--- src/csf_pkg.sv ---
package csf_pkg;
   // =====================================================
   // timing
   localparam int CLK_PERIOD_NS = 10;
   localparam int NS_PER_MS = 1000000;
   localparam int BASE_TICK_MS = 10;
   localparam int BASE_TICK_CYCLES = BASE_TICK_MS * NS_PER_MS / CLK_PERIOD_NS;
   localparam int TICK_CW = 20;
   localparam int NUM_CCLK = 8;
   localparam int CCLK_PERIOD_MS [NUM_CCLK] =
      '{20, 100, 200, 1000, 2000, 10000, 20000, 60000};
   localparam int CCLK_CNT_W = 12;
   // =====================================================
   // widths
   localparam int DATA_W = 32;
   localparam int ADDR_W = 12;
   localparam int OPND_W = 16;
   localparam int IO_ERR_W = 32;
   localparam int ERRCODE_W = 16;
   localparam int FUSE_W = 32;
   localparam int EXF_W = 6;
   localparam int CMP_W = 6;
   localparam int INT_W = 6;
   // =====================================================
   // register offsets
   localparam logic [ADDR_W-1:0] OFS_IO_ERR = 12'h000;
   localparam logic [ADDR_W-1:0] OFS_ERRCODE = 12'h004;
   localparam logic [ADDR_W-1:0] OFS_FUSE = 12'h008;
   localparam logic [ADDR_W-1:0] OFS_CYCCLK = 12'h00C;
   localparam logic [ADDR_W-1:0] OFS_EXEC_FLAGS = 12'h010;
   localparam logic [ADDR_W-1:0] OFS_CMP_FLAGS = 12'h014;
   localparam logic [ADDR_W-1:0] OFS_CONTROL = 12'h018;
   localparam logic [ADDR_W-1:0] OFS_INT_STATUS = 12'h01C;
   localparam logic [ADDR_W-1:0] OFS_INT_ENABLE = 12'h020;
   localparam logic [ADDR_W-1:0] OFS_INT_CLEAR = 12'h024;
   // =====================================================
   // field positions
   localparam int EXF_OP_ERR = 0;
   localparam int EXF_ZERO = 1;
   localparam int EXF_CARRY = 2;
   localparam int EXF_ALL_OFF = 3;
   localparam int EXF_SHM_ERR = 4;
   localparam int EXF_OP_LATCH = 5;
   localparam int CMP_LT = 0;
   localparam int CMP_LTE = 1;
   localparam int CMP_EQ = 2;
   localparam int CMP_GT = 3;
   localparam int CMP_GTE = 4;
   localparam int CMP_NEQ = 5;
   localparam int INT_OP_ERR = 0;
   localparam int INT_SHM_ERR = 1;
   localparam int INT_ALL_OFF = 2;
   localparam int INT_IO_ERR = 3;
   localparam int INT_FUSE = 4;
   localparam int INT_SYS_ERR = 5;
   localparam int CTRL_CLR_LATCH = 0;
   // =====================================================
   // reset values
   localparam logic [DATA_W-1:0] RST_WORD = 32'h0000_0000;
   localparam logic [ERRCODE_W-1:0] RST_ERRCODE = 16'h0000;
   localparam logic [CMP_W-1:0] RST_CMP = 6'h00;
   localparam logic [INT_W-1:0] RST_INT = 6'h00;
endpackage

--- src/csf_cmp_if.sv ---
`timescale 1ns/1ps
interface csf_cmp_if;
   import csf_pkg::*;
   logic valid;
   logic [OPND_W-1:0] src_a;
   logic [OPND_W-1:0] src_b;
   logic [CMP_W-1:0] flags;
   modport exec (output valid, output src_a, output src_b, input flags);
   modport unit (input valid, input src_a, input src_b, output flags);
endinterface

--- src/csf_status_relays.sv ---
// Chosen here: register access over APB and the address map.
`timescale 1ns/1ps
// Operation
// RULE_01 - keep per-module I/O error bits
// RULE_02 - expose sixteen-bit system error code
// RULE_03 - reflect each fuse blown state
// RULE_04 - drive eight free-running cycle clock bits
// RULE_05 - each clock bit toggles at fixed period
// RULE_06 - set operation error flag on error
// RULE_07 - latched operation error copy stays set
// RULE_08 - zero flag when result equals zero
// RULE_09 - carry flag on carry out
// RULE_10 - all-outputs-off flag on that instruction
// RULE_11 - shared memory access error flag
// RULE_12 - compare sets relational flags from operands
// RULE_13 - compare updates all flags together
module csf_status_relays import csf_pkg::*; #(
   parameter int TICK_CYCLES = BASE_TICK_CYCLES
) (
   input wire logic pclk,
   input wire logic presetn,
   input wire logic psel,
   input wire logic penable,
   input wire logic pwrite,
   input wire logic [ADDR_W-1:0] paddr,
   input wire logic [DATA_W-1:0] pwdata,
   output logic [DATA_W-1:0] prdata,
   output logic pready,
   output logic pslverr,
   input wire logic exec_valid,
   input wire logic exec_op_error,
   input wire logic [OPND_W-1:0] exec_result,
   input wire logic exec_carry,
   input wire logic alloff_exec,
   input wire logic alloff_release,
   input wire logic shm_access,
   input wire logic shm_fail,
   input wire logic cmp_valid,
   input wire logic [OPND_W-1:0] cmp_src_a,
   input wire logic [OPND_W-1:0] cmp_src_b,
   input wire logic [IO_ERR_W-1:0] io_fault,
   input wire logic [ERRCODE_W-1:0] sys_error_code,
   input wire logic [FUSE_W-1:0] fuse_blown,
   output logic irq,
   output logic [NUM_CCLK-1:0] cycle_clk
);
   localparam logic [TICK_CW-1:0] TICK_LAST = TICK_CW'(TICK_CYCLES - 1);

   logic [IO_ERR_W-1:0] io_err_reg;
   logic [ERRCODE_W-1:0] errcode_reg;
   logic [FUSE_W-1:0] fuse_reg;
   logic op_err_reg;
   logic zero_reg;
   logic carry_reg;
   logic all_off_reg;
   logic shm_err_reg;
   logic op_latch_reg;
   logic [TICK_CW-1:0] tick_cnt_reg;
   logic tick_reg;
   logic [INT_W-1:0] int_status_reg;
   logic [INT_W-1:0] int_enable_reg;
   logic [INT_W-1:0] int_event;
   logic [INT_W-1:0] int_clear;
   logic [EXF_W-1:0] exec_flags;
   logic [DATA_W-1:0] rdata_next;
   logic addr_hit;
   logic setup;
   logic wr_en;
   logic clr_latch;
   logic op_err_event;
   logic irq_cond;
   logic [INT_W-1:0] wdata_int;

   csf_cmp_if cmp_bus ();

   // =====================================================
   // base tick
   // one 10 ms enable feeds every cycle clock, so all bits stay in phase
   always_ff @(posedge pclk or negedge presetn) begin
      if (!presetn) begin
         tick_cnt_reg <= '0;
         tick_reg <= 1'b0;
      end else if (tick_cnt_reg == TICK_LAST) begin
         tick_cnt_reg <= '0;
         tick_reg <= 1'b1;
      end else begin
         tick_cnt_reg <= tick_cnt_reg + 1'b1;
         tick_reg <= 1'b0;
      end
   end

   // =====================================================
   // cycle clocks
   for (genvar i = 0; i < NUM_CCLK; i++) begin : g_cclk
      csf_cycle_clock #(
         .HALF_TICKS(CCLK_PERIOD_MS[i] / (2 * BASE_TICK_MS))
      ) u_cclk (
         .pclk(pclk),
         .presetn(presetn),
         .tick(tick_reg),
         .clk_bit(cycle_clk[i]) // [RULE_04]
      );
   end

   // =====================================================
   // compare unit
   assign cmp_bus.valid = cmp_valid;
   assign cmp_bus.src_a = cmp_src_a;
   assign cmp_bus.src_b = cmp_src_b;

   csf_compare u_cmp (
      .pclk(pclk),
      .presetn(presetn),
      .cmp(cmp_bus.unit)
   );

   // =====================================================
   // module and system status mirrors
   always_ff @(posedge pclk or negedge presetn) begin
      if (!presetn) begin
         io_err_reg <= RST_WORD;
         errcode_reg <= RST_ERRCODE;
         fuse_reg <= RST_WORD;
      end else begin
         io_err_reg <= io_fault; // [RULE_01]
         errcode_reg <= sys_error_code; // [RULE_02]
         fuse_reg <= fuse_blown; // [RULE_03]
      end
   end

   // =====================================================
   // instruction result flags
   assign op_err_event = exec_valid && exec_op_error;

   always_ff @(posedge pclk or negedge presetn) begin
      if (!presetn) begin
         op_err_reg <= 1'b0;
         zero_reg <= 1'b0;
         carry_reg <= 1'b0;
      end else if (exec_valid) begin
         op_err_reg <= exec_op_error; // [RULE_06]
         zero_reg <= (exec_result == '0); // [RULE_08]
         carry_reg <= exec_carry; // [RULE_09]
      end
   end

   // set beats a same-cycle software clear
   always_ff @(posedge pclk or negedge presetn) begin
      if (!presetn) begin
         op_latch_reg <= 1'b0;
      end else if (op_err_event) begin
         op_latch_reg <= 1'b1; // [RULE_07]
      end else if (clr_latch) begin
         op_latch_reg <= 1'b0;
      end
   end

   always_ff @(posedge pclk or negedge presetn) begin
      if (!presetn) begin
         all_off_reg <= 1'b0;
      end else if (alloff_exec) begin
         all_off_reg <= 1'b1; // [RULE_10]
      end else if (alloff_release) begin
         all_off_reg <= 1'b0;
      end
   end

   always_ff @(posedge pclk or negedge presetn) begin
      if (!presetn) begin
         shm_err_reg <= 1'b0;
      end else if (shm_access) begin
         shm_err_reg <= shm_fail; // [RULE_11]
      end
   end

   always_comb begin
      exec_flags = '0;
      exec_flags[EXF_OP_ERR] = op_err_reg;
      exec_flags[EXF_ZERO] = zero_reg;
      exec_flags[EXF_CARRY] = carry_reg;
      exec_flags[EXF_ALL_OFF] = all_off_reg;
      exec_flags[EXF_SHM_ERR] = shm_err_reg;
      exec_flags[EXF_OP_LATCH] = op_latch_reg;
   end

   // =====================================================
   // interrupts
   always_comb begin
      int_event = '0;
      int_event[INT_OP_ERR] = op_err_event;
      int_event[INT_SHM_ERR] = shm_access && shm_fail;
      int_event[INT_ALL_OFF] = alloff_exec;
      int_event[INT_IO_ERR] = |(io_fault & ~io_err_reg);
      int_event[INT_FUSE] = |(fuse_blown & ~fuse_reg);
      int_event[INT_SYS_ERR] = (sys_error_code != errcode_reg)
         && (sys_error_code != '0);
   end

   assign wdata_int = pwdata[INT_W-1:0];
   assign int_clear = (wr_en && paddr == OFS_INT_CLEAR) ? wdata_int : '0;
   assign irq_cond = |(int_status_reg & int_enable_reg);

   always_ff @(posedge pclk or negedge presetn) begin
      if (!presetn) begin
         int_status_reg <= RST_INT;
      end else begin
         int_status_reg <= (int_status_reg & ~int_clear) | int_event;
      end
   end

   always_ff @(posedge pclk or negedge presetn) begin
      if (!presetn) begin
         int_enable_reg <= RST_INT;
      end else if (wr_en && paddr == OFS_INT_ENABLE) begin
         int_enable_reg <= wdata_int;
      end
   end

   always_ff @(posedge pclk or negedge presetn) begin
      if (!presetn) begin
         irq <= 1'b0;
      end else begin
         irq <= irq_cond;
      end
   end

   // =====================================================
   // apb slave
   // answers in the first access cycle, no wait states
   assign setup = psel && !penable;
   assign wr_en = psel && penable && pready && pwrite;
   assign clr_latch = wr_en && (paddr == OFS_CONTROL)
      && pwdata[CTRL_CLR_LATCH];

   always_comb begin
      addr_hit = 1'b1;
      rdata_next = RST_WORD;
      case (paddr)
         OFS_IO_ERR: rdata_next = io_err_reg;
         OFS_ERRCODE: rdata_next[ERRCODE_W-1:0] = errcode_reg;
         OFS_FUSE: rdata_next = fuse_reg;
         OFS_CYCCLK: rdata_next[NUM_CCLK-1:0] = cycle_clk;
         OFS_EXEC_FLAGS: rdata_next[EXF_W-1:0] = exec_flags;
         OFS_CMP_FLAGS: rdata_next[CMP_W-1:0] = cmp_bus.flags;
         OFS_CONTROL: rdata_next = RST_WORD;
         OFS_INT_STATUS: rdata_next[INT_W-1:0] = int_status_reg;
         OFS_INT_ENABLE: rdata_next[INT_W-1:0] = int_enable_reg;
         OFS_INT_CLEAR: rdata_next = RST_WORD;
         default: addr_hit = 1'b0;
      endcase
   end

   always_ff @(posedge pclk or negedge presetn) begin
      if (!presetn) begin
         pready <= 1'b0;
         pslverr <= 1'b0;
      end else begin
         pready <= setup;
         pslverr <= setup && !addr_hit;
      end
   end

   always_ff @(posedge pclk or negedge presetn) begin
      if (!presetn) begin
         prdata <= RST_WORD;
      end else if (setup && !pwrite) begin
         prdata <= rdata_next;
      end
   end
endmodule

--- src/csf_cycle_clock.sv ---
`timescale 1ns/1ps
module csf_cycle_clock import csf_pkg::*; #(
   parameter int HALF_TICKS = 1
) (
   input wire logic pclk,
   input wire logic presetn,
   input wire logic tick,
   output logic clk_bit
);
   localparam logic [CCLK_CNT_W-1:0] LAST = CCLK_CNT_W'(HALF_TICKS - 1);
   logic [CCLK_CNT_W-1:0] cnt_reg;
   logic flip;

   assign flip = tick && (cnt_reg == LAST);

   always_ff @(posedge pclk or negedge presetn) begin
      if (!presetn) begin
         cnt_reg <= '0;
         clk_bit <= 1'b0;
      end else if (flip) begin
         cnt_reg <= '0;
         clk_bit <= ~clk_bit; // [RULE_05]
      end else if (tick) begin
         cnt_reg <= cnt_reg + 1'b1;
      end
   end
endmodule

--- src/csf_compare.sv ---
`timescale 1ns/1ps
module csf_compare import csf_pkg::*; (
   input wire logic pclk,
   input wire logic presetn,
   csf_cmp_if.unit cmp
);
   logic [CMP_W-1:0] flags_reg;
   logic [CMP_W-1:0] flags_next;
   logic signed [OPND_W-1:0] a_s;
   logic signed [OPND_W-1:0] b_s;

   always_comb begin
      a_s = signed'(cmp.src_a);
      b_s = signed'(cmp.src_b);
      flags_next = RST_CMP;
      flags_next[CMP_LT] = a_s < b_s; // [RULE_12]
      flags_next[CMP_LTE] = a_s <= b_s;
      flags_next[CMP_EQ] = a_s == b_s;
      flags_next[CMP_GT] = a_s > b_s;
      flags_next[CMP_GTE] = a_s >= b_s;
      flags_next[CMP_NEQ] = a_s != b_s;
   end

   // whole vector loaded at once, false relations drop to zero
   always_ff @(posedge pclk or negedge presetn) begin
      if (!presetn) begin
         flags_reg <= RST_CMP;
      end else if (cmp.valid) begin
         flags_reg <= flags_next; // [RULE_13]
      end
   end

   assign cmp.flags = flags_reg;
endmodule

--- config.mk ---
export PLATFORM = sky130hd
export DESIGN_NAME = csf_status_relays
export DESIGN_NICKNAME = d
export VERILOG_FILES = /design/src/csf_pkg.sv /design/src/csf_cmp_if.sv /design/src/csf_status_relays.sv /design/src/csf_cycle_clock.sv /design/src/csf_compare.sv
export SDC_FILE = /design/constraint.sdc
export NUM_CORES = 1
export LEC_CHECK = 0
export ABC_CLOCK_PERIOD_IN_PS = 2480
export BUFFER_PORTS_ARGS = -buffer_cell sky130_fd_sc_hd__clkbuf_2
export CAP_MARGIN = 0
export CORE_MARGIN = 3
export CORE_UTILIZATION = 55
export CTS_CLUSTER_DIAMETER = 60
export DETAILED_ROUTE_END_ITERATION = 8
export HOLD_SLACK_MARGIN = 0.08
export PLACE_DENSITY = 0.82
export SKIP_CTS_REPAIR_TIMING = 1
export SLEW_MARGIN = 20
export SYNTH_ARGS = -nofsm -noshare
export SYNTH_HDL_FRONTEND = slang
export SYNTH_SLANG_ARGS = --single-unit
--- constraint.sdc ---
create_clock -name pclk -period 2.48 [get_ports pclk]
set_input_delay 0.248 -clock pclk [delete_from_list [all_inputs] [get_ports pclk]]
set_output_delay 0.248 -clock pclk [all_outputs]
set_load 0.02 [all_outputs]
==> results of run 1 <==
## layout make-up
type,count,area share
tap,275,0.0225
inverter,101,0.0248
multi-input combinational,700,0.311
timing repair buffer,323,0.147
clock inverter,17,0.0150
antenna,1,0.000164
clock buffer,32,0.0480
sequential,264,0.432
## Yosys cell counts (12+ instances only)
| master | instances |
|---|---|
| xor2_1 | 58 |
| o21ai_0 | 24 |
| a221oi_1 | 26 |
| nor4_1 | 23 |
| ha_1 | 29 |
| nor2_1 | 101 |
| xnor2_1 | 54 |
| a222oi_1 | 12 |
| inv_1 | 101 |
| nand4_1 | 31 |
| o22ai_1 | 31 |
| nand3_1 | 44 |
| mux2i_1 | 17 |
| and3_1 | 32 |
| dfrtp_1 | 264 |
| a21oi_1 | 15 |
| nand2_1 | 79 |
| clkbuf_1 | 21 |
## stage by stage
stage	utilization	worst slack [ns]	TNS [ns]
global route	0.723	0.00557	0
CTS	0.676	0.555	0
detailed placement	0.630	0.331	0
global placement	0.630	0.380	0
floorplan	-	0.666	0
finish	0.723	-0.00960	-0.00960
## power by group
group          total (mW)  switching [mW]  leakage (nW)  internal (mW)
Sequential           4.57           0.128          3.38           4.45
Clock                4.43            1.79         0.470           2.64
Combinational       0.918           0.534          3.66          0.384
## kinds of logic (layout without fill, tap and decap cells)
group           Yosys count  in the layout  synth area share
buf+inv                 140            473            0.0477
mux                      32             32            0.0303
flops                   264            264             0.554
xor+xnor                112            112            0.0823
fa+ha+maj                29             29            0.0304
compound gates          151            151            0.0878
simple gates            376            376             0.167
other cells               0              1                 0
## layer usage
metal	vias up	GRT usage	share of wire
li1	4484	-	-
met1	4964	0.305	0.35
met2	667	0.426	0.48
met3	192	0.0484	0.092
met4	0	0.101	0.075
met5	-	0	0
## worst register-to-register path, stage by stage (launching register included)
cell and delay (ns):
dfrtp_1 0.57, o22ai_1 0.17, nor4_1 1.13, nand3_1 0.19
a211o_1 0.30
## final timing paths
| kind | to | slack, ns |
|---|---|---|
| min reg2reg | g_cclk[1].u_cclk.cnt_reg[11] | 0.46 |
| max | int_status_reg[4] | -0.01 |
| max reg2reg | int_status_reg[4] | -0.01 |
| min | pslverr | 0.04 |
| max in group asynchronous | g_cclk[3].u_cclk.cnt_reg[10] | 1.32 |
| min in group asynchronous | prdata[26] | 0.28 |
==> metrics.yaml, run 1 <==
synthArstFlopShare: 1.00
finalHoldViolCount: 0
synth_cell_types: 59
rsz0062_at_grt: "no"
syn_area_um2: 11900
grt_overflow: 0
crit_slowest_cell: "nor4_1"
io_pins: 228
period_share: 1.00
vias_per_cell: 6.02
final_common_cell: "dfrtp_1"
power_mw: 9.92
syn_inst: 1104
post-dp-hpwl_um: 21700
grt_usage: 0.247
outcome: "finished, violations left"
critical_path.max_fanout: 2
cp_slowest_stage_delay_ns: 1.13
r2r_cells: 4
numPortBuffers: 201
cap_violations: 0
cts_tree: "built"
violations: "negative setup slack"
peakVddDrop_mv: 0.501
worstMarginPinSlew_ns: 1.33
die_height_um: 153
area_growth_pct: 28.3
cts_sinks: 264
path_cells: "o22ai_1 > nor4_1 > nand3_1 > a211o_1"
synth_largest_area_cell: "dfrtp_1"
vias: 10300
final_nets: 1631
hold_depth: 3
crit_start: "fuse_reg[0]"
hp-class: "in -> reg"
synth-edff-count: 0
wl_per_cell_um: 21.5
largest_reg_flops: 96
cts_made_buffers: 27
fmaxAchievable_mhz: 402
instances_no_fill: 1713
crit_cells: 4
synth_top_area_frac: 0.554
drive_gt1_frac: 0.210
cts_max_level: 1
drcViolationCount: 0
worst_hold_slack_ns: 0.0369
root_buffer: "clkbuf_16"
nFillCells: 1343
clockBufferDepth: 3
avgSynthCellArea_um2: 10.8
final-seq-area_um2: 6610
ant_nets: 0
start_util: 0.564
critical_path_class: "reg -> reg"
slew_viol_final: 0
reg2reg_from: "fuse_reg[0]"
grt_pass1_wl_um: 47400
path_buf_inv: 0
worstSetupStartpointType: "flop"
first_pass_iters: 8
antenna_found_initial: 1
synth_fp_nets: 1318
grt_pass1_vias: 9412
fin_ws_ns: -0.00960
dp_cells: 1563
maxSlewHeadroom: 0.103
route.final.wire_length_um: 36900
dieWidth_um: 153
endpoint_kind: "flop"
layout_common_cells: "264 x dfrtp_1, 200 x clkbuf_2, 101 x inv_1"
die_area_um2: 23500
yosys_warnings: 0
cp.required_ns: 2.91
multi_input_area_um2: 4760
powerDensity_nw_per_um2: 649
synth-seq-area-share: 0.554
setup_violations: 1
grt_max_degree: 66
routabilityCongestion: 0.887
path_delay_family: "simple AND/OR/NAND/NOR gates"
p_leak_nw: 7.51
period_minus_slack_ns: 2.49
skew_ns: 0.0313
place_area_um2: 13300
clkTransAtPathRegs_ns: 0.08
hold_start: "paddr[10]"
dr.first_iter.drc_count: 1077
design_area_um2: 15300
core-area_um2: 21200
cp.arrival_ns: 2.92
clkLatencyLatePin_ns: 0.56
ys_dominant_reg_cell: "dfrtp_1"
ys_top_cells_by_area: "dfrtp_1 55%, xor2_1 4.3%, xnor2_1 4.0%"
rows: 53
ys_ff_latch: 264
Note: power is estimated with default switching activity, not from simulation.
==> inputs of run 2 (changes only) <==
--- a/config.mk
+++ b/config.mk
@@ -11,9 +11,10 @@
 export CORE_MARGIN = 3
 export CORE_UTILIZATION = 55
 export CTS_CLUSTER_DIAMETER = 60
+export CTS_CLUSTER_SIZE = 8
 export DETAILED_ROUTE_END_ITERATION = 8
 export HOLD_SLACK_MARGIN = 0.08
-export PLACE_DENSITY = 0.82
+export PLACE_DENSITY = 0.79
 export SKIP_CTS_REPAIR_TIMING = 1
 export SLEW_MARGIN = 20
 export SYNTH_ARGS = -nofsm -noshare
==> run 2 against run 1 <==
Compared with the run above:
- the flow now finishes without violations
- combinational power decreased by 1%
- sequential power about the same
- setup slack improved by 0.025 ns
- die area unchanged
- highest routed layer unchanged
==> metrics.yaml, run 2 (synthesis results as in run 1) <==
outcome: "completed"
cp.required_ns: 2.86
route.final.wire_length_um: 35500
grt_pass1_wl_um: 48300
nFillCells: 1333
use_met2: 0.417
design_area_um2: 15300
numPortBuffers: 201
core-area_um2: 21200
io_pins: 228
cap_violations: 0
dr.first_iter.drc_count: 991
cts_tree: "built"
endpoint_kind: "flop"
start_util: 0.564
worstMarginPinSlew_ns: 0.982
post-dp-hpwl_um: 21500
place_ws_ns: 0.353
maxSlewHeadroom: 0.346
power.internal_mw: 7.54
clkLatencyLatePin_ns: 0.52
largest_reg_flops: 96
final_common_cell: "dfrtp_1"
grt_max_degree: 64
drive_gt1_frac: 0.205
rows: 53
cts_sinks: 264
drcViolationCount: 0
die_area_um2: 23500
ant_nets: 0
place_area_um2: 13300
layout_common_cells: "264 x dfrtp_1, 200 x clkbuf_2, 101 x inv_1"
grt_overflow: 0
power_switching_share: 0.243
final_nets: 1639
die_height_um: 153
powerDensity_nw_per_um2: 652
busiest_layer: "met2"
period_share: 0.994
critical_path_class: "reg -> reg"
fin_ws_ns: 0.0151
clockBufferDepth: 3
area_growth_pct: 28.1
cp_slowest_stage_delay_ns: 0.56
hp-class: "in -> reg"
grtUsageMet3: 0.0563
peakVddDrop_mv: 0.428
slew_viol_final: 0
p_leak_nw: 7.50
grt_usage: 0.252
vias_per_cell: 6.01
cts_made_buffers: 38
use_met1: 0.316
multi_input_area_um2: 4760
cp.arrival_ns: 2.85
path_buf_inv: 1
vias: 10200
fmaxAchievable_mhz: 406
p_sw_mw: 2.42
period_minus_slack_ns: 2.46
grt_pass1_vias: 9491
dieWidth_um: 153
cts_max_level: 2
final-seq-area_um2: 6610
root_buffer: "clkbuf_16"
seqPwrFrac: 0.459
combPwrFrac: 0.091
path_cells: "nand4_1 > or4_1 > nor2_1 > nand2_1 > a22o_1 > dlygate4sd3_1"
skew_ns: 0.0210
routabilityCongestion: 0.905
wl_per_cell_um: 20.8
fin_tns_setup_ns: 0
setup_violations: 0
pwr-share-clk: 0.451
clkTransAtPathRegs_ns: 0.05
finalHoldViolCount: 0
path_delay_family: "simple AND/OR/NAND/NOR gates"
worstSetupStartpointType: "flop"
critical_path.max_fanout: 6
first_pass_iters: 6
crit_slowest_cell: "dlygate4sd3_1"
antenna_found_initial: 3
-- run 2: cell types whose count changed in the layout (fill, tap and decap cells not counted), sizes merged --
| cell | delta |
|---|---|
| buf | -3 |
| bufinv | -5 |
| clkbuf | +6 |
| clkinv | -7 |
| clkinvlp | -3 |
| diode | +2 |
| inv | +1 |
-- run 2: final cells by class --
type                            count  area share
Multi-Input combinational cell    700       0.311
Antenna cell                        3    0.000491
Inverter                          101      0.0248
Timing Repair Buffer              320       0.144
Clock inverter                      3     0.00221
Clock buffer                       38      0.0622
Tap cell                          275      0.0225
Sequential cell                   264       0.432
-- run 2: final timing paths --
path,start,to,slack [ns],depth (start not counted)
max,pready,int_status_reg[1],0.02,6
min,cmp_valid,u_cmp.cmp.flags[0],0.08,2
max reg2reg,pready,int_status_reg[1],0.02,6
min reg2reg,g_cclk[1].u_cclk.cnt_reg[11],g_cclk[1].u_cclk.cnt_reg[11],0.47,1
max in group asynchronous,presetn,fuse_reg[14],1.44,3
min in group asynchronous,presetn,u_cmp.cmp.flags[3],0.28,2
-- run 2: power groups by stage --
stage	combinational [mW]	clock [mW]	sequential, mW
2_1_floorplan	0.249	0	4.66
3_3_place_gp	0.705	0	4.61
3_5_place_dp	0.723	0	4.62
4_1_cts	0.730	4.51	4.55
5_1_grt	0.973	4.73	4.58
6_report	0.905	4.49	4.57
-- run 2: worst register-to-register path, stage by stage, from the launching register on --
cell	delay, ns
dfrtp_1	0.36
nand4_1	0.20
or4_1	0.53
nor2_1	0.39
nand2_1	0.10
a22o_1	0.19
dlygate4sd3_1	0.56
-- run 2: per-layer routing --
metal	routed length, µm	up-vias
met1	12400	4946
met5	0	-
li1	-	4481
met3	3280	181
met4	2380	0
met2	17400	628
-- run 2: per-stage QoR --
| step | cells | hold WS [ns] | power [mW] | util |
|---|---|---|---|---|
| 3_3_place_gp | 1560 | 0.235 | 5.32 | 0.628 |
| 5_1_grt | 1704 | 0.124 | 10.3 | 0.722 |
| 3_5_place_dp | 1560 | 0.236 | 5.34 | 0.628 |
| 4_1_cts | 1601 | -0.296 | 9.79 | 0.675 |
| 2_1_floorplan | 1104 | -0.0476 | 4.91 | - |
| 6_report | 1704 | 0.0760 | 9.97 | 0.722 |
